### src/shared/dir_dma_pkg.sv
package dir_dma_pkg;
    // host i/o offsets within the adapter's eight-byte window
    localparam logic [2:0] OFFS_MODEM_CTRL = 3'h4;
    localparam logic [2:0] OFFS_DIR_DMA = 3'h7;

    // modem control register fields, snooped from host writes
    localparam int MCR_TERM_READY_BIT = 0;
    localparam int MCR_REQ_SEND_BIT = 1;

    // direction / dma register fields, write side
    localparam int DIR_DRIVE_BIT = 0;
    localparam int RX_INHIBIT_BIT = 1;
    localparam int DONE_CLEAR_BIT = 2;
    // read side
    localparam int RD_DIR_DRIVE_BIT = 0;
    localparam int RD_DONE_FLAG_BIT = 1;

    // reset values
    localparam logic DIR_DRIVE_RST = 1'b0;
    localparam logic RX_INHIBIT_RST = 1'b0;
    localparam logic TERM_READY_RST = 1'b0;
    localparam logic REQ_SEND_RST = 1'b0;
    localparam logic DONE_FLAG_RST = 1'b0;
    localparam logic [7:0] RD_DATA_RST = 8'h00;

    // strap synchroniser reset: line idles at mark (bit 3), straps at zero
    localparam logic [3:0] STRAP_SYNC_RST = 4'h8;

    // receiver control source
    typedef enum logic {
        RX_SRC_INHIBIT_BIT = 1'b0,
        RX_SRC_RECIPROCAL = 1'b1
    } rx_src_t;

    // transmitter release source
    typedef enum logic [1:0] {
        TX_SRC_TERM_READY = 2'b00,
        TX_SRC_REQ_SEND = 2'b01,
        TX_SRC_DIR_DRIVE = 2'b10,
        TX_SRC_ALWAYS = 2'b11
    } tx_src_t;
endpackage

### src/design/pin_sync.sv
module pin_sync #(
    parameter int WIDTH = 4,
    parameter logic [WIDTH-1:0] RESET_VAL = '0
) (
    input wire logic clk_sys_in,
    input wire logic arst_n_in,
    input wire logic [WIDTH-1:0] pins_in,
    output logic [WIDTH-1:0] pins_out
);
    logic [WIDTH-1:0] stage1;
    logic [WIDTH-1:0] stage2;
    logic [WIDTH-1:0] stage3;

    // three-flop chain; stage1 feeds stage2 only
    always_ff @(posedge clk_sys_in or negedge arst_n_in) begin
        if (!arst_n_in) begin
            stage1 <= RESET_VAL;
            stage2 <= RESET_VAL;
            stage3 <= RESET_VAL;
        end else begin
            stage1 <= pins_in;
            stage2 <= stage1;
            stage3 <= stage2;
        end
    end

    // a bit changes only once the later two stages agree, which drops one-cycle glitches
    genvar i;
    generate
        for (i = 0; i < WIDTH; i++) begin : g_bit
            always_ff @(posedge clk_sys_in or negedge arst_n_in) begin
                if (!arst_n_in) begin
                    pins_out[i] <= RESET_VAL[i];
                end else if (stage2[i] == stage3[i]) begin
                    pins_out[i] <= stage3[i];
                end
            end
        end
    endgenerate
endmodule

### src/design/half_duplex_dir_dma_status.sv
// Contract
// receiver control selectable: inhibit bit or reciprocal
// inhibit option: receive-inhibit bit D1 offset 7
// inhibit 0 passes line data, 1 blocks
// receive-inhibit resets to 0, receive mode
// reciprocal: receiver enabled exactly when sender blocked
// reciprocal source follows selected sender release source
// host keeps D2-D7 when rewriting offset 4
// offset 7 read returns transfer-done in D1
// done reads 1 when finished, 0 during
// write 1 to D2 clears latch; 0 keeps
// host keeps D0-D1 when clearing latch
// three dma pacing signals, channel 0, 1, 3
// direction-drive bit D0: releases sender, reads back
// terminal-ready and request-to-send release when 1
// terminal count sets done until cleared
module half_duplex_dir_dma_status
    import dir_dma_pkg::*;
#(
    parameter int DMA_CHANNEL = 0
) (
    input wire logic clk_sys_in,
    input wire logic arst_n_in,
    input wire logic [2:0] io_addr_in,
    input wire logic [7:0] io_wr_data_in,
    input wire logic io_wr_in,
    input wire logic io_rd_in,
    output logic [7:0] io_rd_data_out,
    output logic io_rd_valid_out,
    input wire logic uart_rx_ready_in,
    input wire logic [3:0] dma_ack_n_in,
    input wire logic dma_tc_in,
    output logic [3:0] dma_req_out,
    output logic done_irq_out,
    input wire logic receiver_ctrl_select_in,
    input wire logic [1:0] sender_ctrl_select_in,
    input wire logic rx_line_in,
    output logic uart_rxd_out,
    output logic rx_enable_out,
    output logic tx_enable_out
);
    // only channels 0, 1 and 3 are wired to the card edge
    generate
        if (!(DMA_CHANNEL == 0 || DMA_CHANNEL == 1 || DMA_CHANNEL == 3)) begin : g_bad_channel
            $error("DMA_CHANNEL must be 0, 1 or 3");
        end
    endgenerate

    localparam logic [3:0] CH_MASK = 4'(1 << DMA_CHANNEL);

    logic dir_drive;
    logic rx_inhibit;
    logic term_ready;
    logic req_send;
    logic transfer_done_flag;
    logic [3:0] strap_sync;
    logic rx_line_sync;
    rx_src_t receiver_ctrl_select;
    tx_src_t sender_ctrl_select;
    logic dma_ack_sel;
    logic wr_dir_dma;
    logic wr_modem;
    logic done_set;
    logic done_clear;
    logic next_tx_en;
    logic next_rx_en;

    // straps and line data come from outside the clock domain
    pin_sync #(
        .WIDTH(4),
        .RESET_VAL(STRAP_SYNC_RST)
    ) u_pin_sync (
        .clk_sys_in(clk_sys_in),
        .arst_n_in(arst_n_in),
        .pins_in({rx_line_in, sender_ctrl_select_in, receiver_ctrl_select_in}),
        .pins_out(strap_sync)
    );

    assign receiver_ctrl_select = rx_src_t'(strap_sync[0]);
    assign sender_ctrl_select = tx_src_t'(strap_sync[2:1]);
    assign rx_line_sync = strap_sync[3];

    // host strobes are on the bus clock, so used directly
    assign wr_dir_dma = io_wr_in && (io_addr_in == OFFS_DIR_DMA);
    assign wr_modem = io_wr_in && (io_addr_in == OFFS_MODEM_CTRL);
    assign dma_ack_sel = !dma_ack_n_in[DMA_CHANNEL];
    assign done_set = dma_tc_in && dma_ack_sel;
    assign done_clear = wr_dir_dma && io_wr_data_in[DONE_CLEAR_BIT];

    // direction-drive and receive-inhibit bits; written together, host keeps the other bits
    always_ff @(posedge clk_sys_in or negedge arst_n_in) begin
        if (!arst_n_in) begin
            dir_drive <= DIR_DRIVE_RST;
            rx_inhibit <= RX_INHIBIT_RST;
        end else if (wr_dir_dma) begin
            dir_drive <= io_wr_data_in[DIR_DRIVE_BIT];
            rx_inhibit <= io_wr_data_in[RX_INHIBIT_BIT];
        end
    end

    // shadow of the modem release bits; the uart keeps the full register, we only snoop
    always_ff @(posedge clk_sys_in or negedge arst_n_in) begin
        if (!arst_n_in) begin
            term_ready <= TERM_READY_RST;
            req_send <= REQ_SEND_RST;
        end else if (wr_modem) begin
            term_ready <= io_wr_data_in[MCR_TERM_READY_BIT];
            req_send <= io_wr_data_in[MCR_REQ_SEND_BIT];
        end
    end

    // done latch: terminal count sets it, the clear bit resets it; a set in the clear cycle wins
    always_ff @(posedge clk_sys_in or negedge arst_n_in) begin
        if (!arst_n_in) begin
            transfer_done_flag <= DONE_FLAG_RST;
        end else if (done_set) begin
            transfer_done_flag <= 1'b1;
        end else if (done_clear) begin
            transfer_done_flag <= 1'b0;
        end
    end

    // sender release source, then receiver control
    always_comb begin
        case (sender_ctrl_select)
            TX_SRC_TERM_READY: next_tx_en = term_ready;
            TX_SRC_REQ_SEND: next_tx_en = req_send;
            TX_SRC_DIR_DRIVE: next_tx_en = dir_drive;
            TX_SRC_ALWAYS: next_tx_en = 1'b1;
            default: next_tx_en = 1'b0;
        endcase
        case (receiver_ctrl_select)
            RX_SRC_INHIBIT_BIT: next_rx_en = !rx_inhibit;
            RX_SRC_RECIPROCAL: next_rx_en = !next_tx_en;
            default: next_rx_en = 1'b0;
        endcase
    end

    // line side; a blocked receiver presents idle mark so the uart sees no start bit
    always_ff @(posedge clk_sys_in or negedge arst_n_in) begin
        if (!arst_n_in) begin
            tx_enable_out <= 1'b0;
            rx_enable_out <= 1'b1;
            uart_rxd_out <= 1'b1;
        end else begin
            tx_enable_out <= next_tx_en;
            rx_enable_out <= next_rx_en;
            uart_rxd_out <= next_rx_en ? rx_line_sync : 1'b1;
        end
    end

    // host read of offset 7: answer one cycle after the strobe; other offsets belong to the uart
    always_ff @(posedge clk_sys_in or negedge arst_n_in) begin
        if (!arst_n_in) begin
            io_rd_data_out <= RD_DATA_RST;
            io_rd_valid_out <= 1'b0;
        end else begin
            io_rd_valid_out <= io_rd_in && (io_addr_in == OFFS_DIR_DMA);
            if (io_rd_in && (io_addr_in == OFFS_DIR_DMA)) begin
                io_rd_data_out <= RD_DATA_RST;
                io_rd_data_out[RD_DIR_DRIVE_BIT] <= dir_drive;
                io_rd_data_out[RD_DONE_FLAG_BIT] <= transfer_done_flag;
            end
        end
    end

    // dma pacing: request while the uart holds data and the block is not done; drop on acknowledge
    always_ff @(posedge clk_sys_in or negedge arst_n_in) begin
        if (!arst_n_in) begin
            dma_req_out <= 4'h0;
            done_irq_out <= 1'b0;
        end else begin
            dma_req_out <= (uart_rx_ready_in && !transfer_done_flag && !dma_ack_sel) ? CH_MASK : 4'h0;
            done_irq_out <= transfer_done_flag;
        end
    end
endmodule

### config.mk
export PLATFORM = sky130hd
export DESIGN_NAME = half_duplex_dir_dma_status
export DESIGN_NICKNAME = d
export VERILOG_FILES = /design/src/shared/dir_dma_pkg.sv /design/src/design/pin_sync.sv /design/src/design/half_duplex_dir_dma_status.sv
export SDC_FILE = /design/constraint.sdc
export NUM_CORES = 1
export LEC_CHECK = 0
export BUFFER_PORTS_ARGS = -buffer_cell sky130_fd_sc_hd__buf_2
export CAP_MARGIN = 40
export CORE_UTILIZATION = 49
export CTS_BUF_LIST = sky130_fd_sc_hd__clkbuf_16
export CTS_CLUSTER_DIAMETER = 50
export DETAILED_ROUTE_END_ITERATION = 8
export GPL_ROUTABILITY_DRIVEN = 1
export PLACE_DENSITY = 0.84
export SLEW_MARGIN = 20
export SYNTH_ARGS = -nofsm -noshare
export SYNTH_HDL_FRONTEND = slang
export SYNTH_SLANG_ARGS = --single-unit
export TNS_END_PERCENT = 20
### constraint.sdc
create_clock -name clk_sys_in -period 2.52 [get_ports clk_sys_in]
set_input_delay 0.126 -clock clk_sys_in [delete_from_list [all_inputs] [get_ports clk_sys_in]]
set_output_delay 0.126 -clock clk_sys_in [all_outputs]
set_load 0.005 [all_outputs]
==> flow_summary_export.csv, run 1 <==
group,metric,value,unit
cts,cts-root-buf,"clkbuf_16",
placement,numPortBuffers,24,
setup_path,crit_fanout,3,
setup_path,startpoint,"u_pin_sync.pins_out[1]",
placement,gp_congestion,0.627,
global_route,grt-ovfl-total,0,
setup_path,reg2reg_from,"u_pin_sync.pins_out[1]",
setup_path,path_cells,"mux2i_1 -> mux2i_1 -> a211o_1",
setup_path,criticalPathCategory,"reg2reg",
detailed_routing,wire_per_inst,12.7,microns
yosys,synth.distinct_cells,16,
yosys,yosysSeqAreaShare,72.6,%
floorplanning,initial_core_util,52.0,%
detailed_routing,totalWireLength,1620,microns
global_route,grt_util_all_layers,16.7,%
finish,final_cell_mix,"24 x buf_2, 23 x dfrtp_1, 9 x conb_1, 6 x mux2_2, 6 x dfstp_2",
pwr,clkPwrFrac,44.2,%
cts,htree_levels,2,
placement,dp_hpwl,1120,microns
pwr,intPower,0.000941,W
finish,final_common_cell,"buf_2",
pwr,ir_drop,0.836,mV
floorplanning,die_area,2250,sq um
setup_path,cp.arrival,1300,ps
yosys,post_synth_inst_count,65,
setup_path,reg2reg_depth,3,
timing,worstMarginPinSlew,600,ps
setup_path,end_kind,"flop",
detailed_routing,route.antenna.remaining_nets,0,
setup_path,cp_slowest_cell,"dfrtp_1",
detailed_routing,drtPass1Iterations,4,
yosys,synth.avg_cell_area,15.5,sq um
global_route,grt_max_degree,30,
yosys,synth_seq_cells,29,
detailed_routing,vias,590,
outcome,status,"finished clean",
floorplanning,core-area,1940,sq um
timing,hold_viol_final,0,
setup_path,start_kind,"flop",
timing,max_freq,0.900,GHz
detailed_routing,drt_iter0_drc,5,
setup_path,cp_common_cell,"mux2i_1",
job,maxCapViolCount,0,
timing,clock_skew,5.01,ps
detailed_routing,drc,0,
floorplanning,fp.dieW,47.4,microns
timing,period_needed,1110,ps
global_route,first_global_vias,529,
pwr,p_per_area,905,nW/um^2
floorplanning,boundaryPins,42,
finish,synthToLayoutAreaGrowth,30.0,%
pwr,power.switching,0.000247,W
timing,max_slew_margin,60.0,%
timing,min_period_over_period,44.1,%
setup_path,worstPathRequired,2710,ps
worst_hold_path,holdCritPathClass,"in2reg",
finish,post-route-util,67.6,%
finish,layout-drive-gt1-share,41.6,%
yosys,syn_area,1010,sq um
cts,cts_buffers,5,
timing,rsz0062_at_grt,"no",
worst_hold_path,hold_depth,2,
setup_path,worstReg2RegEnd,"uart_rxd_out",
detailed_routing,vias_per_cell,4.61,
yosys,yosys_warnings,0,
cts,clk_latency,270,ps
pwr,seq_power_share,46.7,%
floorplanning,num_rows,16,
setup_path,crit_end,"uart_rxd_out",
cts,numClockSinks,29,
finish,num-nets-final,125,
global_route,grt_pass1_wl,2250,microns
timing,drv_slew,0,
cts,cts_buffer_depth,2,
cts,clk_pin_slew,50,ps
finish,antenna_cells,0,
setup_path,rrSetupSlack,1410,ps
cts,cts_resized,0,
global_route,grt_antenna_before_repair,0,
pwr,switching_share,20.8,%
cts,cts_tree,"done",
pwr,p_leak,0.635,nW
timing,fin_tns_setup,0,ps
pwr,pwr-share-comb,9.1,%
setup_path,cpPeakStageDelay,390,ps
floorplanning,die_h,47.4,microns
timing,setup_viol,0,
-- through the flow --
stage	hold slack (ps)	instance area (sq um)	instances	power, W	setup slack, ps
finish	91.9	1310	128	0.00119	1410
global route	106	1310	128	0.00124	1320
CTS	89.0	1310	128	0.00120	1410
detailed placement	166	1130	115	0.000664	1410
global placement	150	1130	115	0.000653	1430
floorplan	-170	1040	73	0.000616	1520
-- state kept, by name, indices dropped and copies added (netlist names), 2 cells and up --
name                 cells
u_pin_sync.pins_out      4
u_pin_sync.stage1        4
u_pin_sync.stage2        4
u_pin_sync.stage3        4
io_rd_data_out           2
-- synthesized netlist by cell type --
cell type | instances | share of area (%)
mux2i_1 | 2 | 2.0
nand2_1 | 1 | 0.37
maj3_1 | 4 | 4.0
nand4_1 | 2 | 1.2
buf_4 | 9 | 6.7
dfrtp_1 | 23 | 57
and4bb_2 | 1 | 1.2
nor2_1 | 2 | 0.74
mux2_2 | 6 | 6.7
a211o_1 | 1 | 0.87
o21ai_0 | 2 | 0.99
inv_1 | 3 | 1.1
conb_1 | 1 | 0.37
a21oi_1 | 1 | 0.50
nor2b_1 | 1 | 0.62
dfstp_2 | 6 | 16
-- cells by family after synthesis --
family                     count (synthesis)  synth area share, %
AOI/OAI and AO/OA                          4                 2.35
adders and majority gates                  4                 3.97
buffers and inverters                     12                 7.81
DFF                                       29                 72.6
muxes                                      8                 8.67
other                                      1                0.371
and+or+nand+nor                            7                 4.21
-- worst min-delay path by stage --
stage	startpoint	end
final	dma_ack_n_in[0]	transfer_done_flag
after global routing	dma_ack_n_in[0]	transfer_done_flag
after CTS	dma_ack_n_in[0]	transfer_done_flag
after detailed placement	arst_n_in	tx_enable_out
after global placement	arst_n_in	tx_enable_out
after floorplan	arst_n_in	dir_drive
-- critical path: cells and delay by family (launching register included) --
family | cells | cell delay [ps]
AO/OA/AOI/OAI | 1 | 310
flip-flops | 1 | 390
multiplexers | 2 | 330
-- timing repair --
| item | CTS | global route |
|---|---|---|
| buffers inserted | 0 | 0 |
| endpoints found under the hold margin | 27 | 0 |
| hold buffers | 5 | 0 |
-- power groups by stage --
stage / combinational [W] / sequential [W] / clock [W]
after floorplan: 0.0000581 / 0.000557 / 0
final: 0.000108 / 0.000555 / 0.000525
after global routing: 0.000124 / 0.000561 / 0.000557
after CTS: 0.000109 / 0.000555 / 0.000537
after detailed placement: 0.000103 / 0.000561 / 0
after global placement: 0.0000970 / 0.000556 / 0
-- routing by layer --
metal / track usage (%) / vias up / wire, microns
li1: - / 265 / -
met1: 16.3 / 297 / 625
met2: 28.2 / 23 / 865
met3: 9.23 / 5 / 99
met4: 8.57 / 0 / 29
met5: 0 / - / 0
-- cell type report --
type | count | area, sq um
clock buffers | 5 | 125
clock inverters | 3 | 11.3
fillers | 151 | 629
inverters | 3 | 11.3
multi-input cells | 32 | 228
flip-flops and latches | 29 | 733
well taps | 27 | 33.8
repair buffers | 29 | 170
(Power assumes the default switching activity.)
==> run 2, diff against run 1 <==
CORE_ASPECT_RATIO = 1.75   (was not set)
CORE_UTILIZATION = 41   (was 49)
PLACE_DENSITY = 0.76   (was 0.84)
clock period = 1 ns   (was 2.52 ns; I/O delays follow)
==> run 2 against run 1 <==
Against the previous run:
- the run now ends with setup timing left
- non-clock buffer count up 3
- clock-buffer cell count unchanged
- first-iteration DRC count down 60%
- die area up 19%
- hold slack worse by 59 ps
- via count up 2.7%
- wire length down 3.1%
- register-to-register slack worse by 1400 ps
- maximum frequency up 7.1%
==> flow_summary_export.csv, run 2 (same netlist as run 1, synthesis figures left out) <==
group,metric,value,unit
outcome,status,"complete, but fails checks",
outcome,violations,"setup timing",
global_route,first_global_vias,584,
placement,pre_cts_ws,-50.4,ps
placement,placed_cell_area,1120,sq um
detailed_routing,totalWireLength,1570,microns
placement,numPortBuffers,24,
timing,period_needed,1040,ps
setup_path,worstPathRequired,1200,ps
finish,final_area,1340,sq um
placement,placedCellCount,113,
cts,numClockSinks,29,
floorplanning,initial_core_util,43.9,%
detailed_routing,vias_per_cell,4.70,
floorplanning,die_area,2670,sq um
timing,rsz0062_at_grt,"yes",
finish,num-nets-final,128,
floorplanning,die_h,67.7,microns
detailed_routing,drtPass1Iterations,2,
job,maxCapViolCount,0,
setup_path,crit_fanout,3,
floorplanning,num_rows,23,
global_route,grt_pass1_wl,2570,microns
pwr,p_leak,0.643,nW
timing,clock_skew,5.15,ps
placement,gp_congestion,0.633,
finish,instances_no_fill,129,
cts,cts_buffers,5,
setup_path,rrSetupSlack,-40,ps
detailed_routing,drc,0,
worst_hold_path,holdCritPathClass,"in2reg",
setup_path,criticalPathCategory,"reg2reg",
cts,clk_latency,270,ps
finish,antenna_cells,0,
placement,dp_hpwl,1090,microns
global_route,grt_util_all_layers,15.5,%
global_route,grt-ovfl-total,0,
floorplanning,fp.dieW,39.5,microns
timing,drv_slew,0,
finish,final_common_cell,"buf_2",
floorplanning,core-area,2300,sq um
timing,finalWorstSetupSlack,-37.4,ps
timing,whs,32.4,ps
cts,htree_levels,2,
setup_path,cp.arrival,1230,ps
timing,setup_viol,1,
timing,worstMarginPinSlew,601,ps
timing,max_freq,0.964,GHz
detailed_routing,vias,606,
pwr,p_per_area,2260,nW/um^2
timing,hold_viol_final,0,
cts,cts_buffer_depth,2,
detailed_routing,route.antenna.remaining_nets,0,
finish,synthToLayoutAreaGrowth,32.6,%
pwr,ir_drop,1.61,mV
cts,clk_pin_slew,50,ps
finish,layout-drive-gt1-share,42.3,%
global_route,grt_antenna_before_repair,0,
setup_path,start_kind,"flop",
cts,cts_tree,"done",
detailed_routing,drt_iter0_drc,2,
timing,min_period_over_period,104,%
global_route,grt_max_degree,30,
floorplanning,boundaryPins,42,
pwr,finalPower,0.00302,W
finish,final_cell_mix,"24 x buf_2, 23 x dfrtp_1, 9 x conb_1, 7 x dlygate4sd3_1",
detailed_routing,wire_per_inst,12.2,microns
timing,max_slew_margin,60.0,%
cts,cts-root-buf,"clkbuf_16",
setup_path,end_kind,"flop",
==> run 2: power by group <==
| part | switching (W) | leakage [nW] | internal, W |
|---|---|---|---|
| Clock | 0.000456 | 0.0687 | 0.000893 |
| Sequential | 0.0000640 | 0.331 | 0.00133 |
| Combinational | 0.000116 | 0.243 | 0.000162 |
| Total | 0.000636 | 0.643 | 0.00239 |
==> run 2: routing by layer <==
metal / up-vias / routed length [microns] / track usage [%]
li1: 276 / - / -
met1: 301 / 519 / 15.4
met2: 22 / 906 / 24.0
met3: 7 / 91 / 6.91
met4: 0 / 52 / 11.6
met5: - / 0 / 0
==> run 2: repair_timing <==
action | CTS | global route
endpoints found under the setup margin | 1 | 3
setup buffers | 1 | 0
hold buffers | 6 | 1
gates resized for setup | 0 | 0
hold endpoints to repair | 28 | 1
==> run 2: layout make-up <==
type                    instances  area [sq um]
clock inverters                 3          12.5
well taps                      25          31.3
repair buffers                 32           198
fillers                       203           963
multi-input cells              32           228
flip-flops and latches         29           733
inverters                       3          11.3
clock buffers                   5           125
==> run 2: metrics by stage <==
stage               utilization, %  TNS (ps)
CTS                           57.7     -50.6
floorplan                        -         0
global placement              48.8     -45.1
global route                  58.2      -139
detailed placement            48.8     -50.4
finish                        58.2     -37.4
==> run 2: path summary, 6_finish.rpt <==
kind	cells after the start	to	startpoint
hold / removal	2	rx_inhibit	io_wr_data_in[1]
setup reg to reg	3	uart_rxd_out	u_pin_sync.pins_out[1]
hold reg to reg	0	u_pin_sync.stage2[1]	u_pin_sync.stage1[1]
setup / recovery	3	uart_rxd_out	u_pin_sync.pins_out[1]
min in group asynchronous	2	u_pin_sync.stage2[0]	arst_n_in
max in group asynchronous	2	u_pin_sync.pins_out[1]	arst_n_in
==> run 2: worst max-delay path, stage by stage, from the launching register on <==
cell	delay, ps
dfrtp_1	370
mux2i_1	200
mux2i_1	120
a211o_1	270
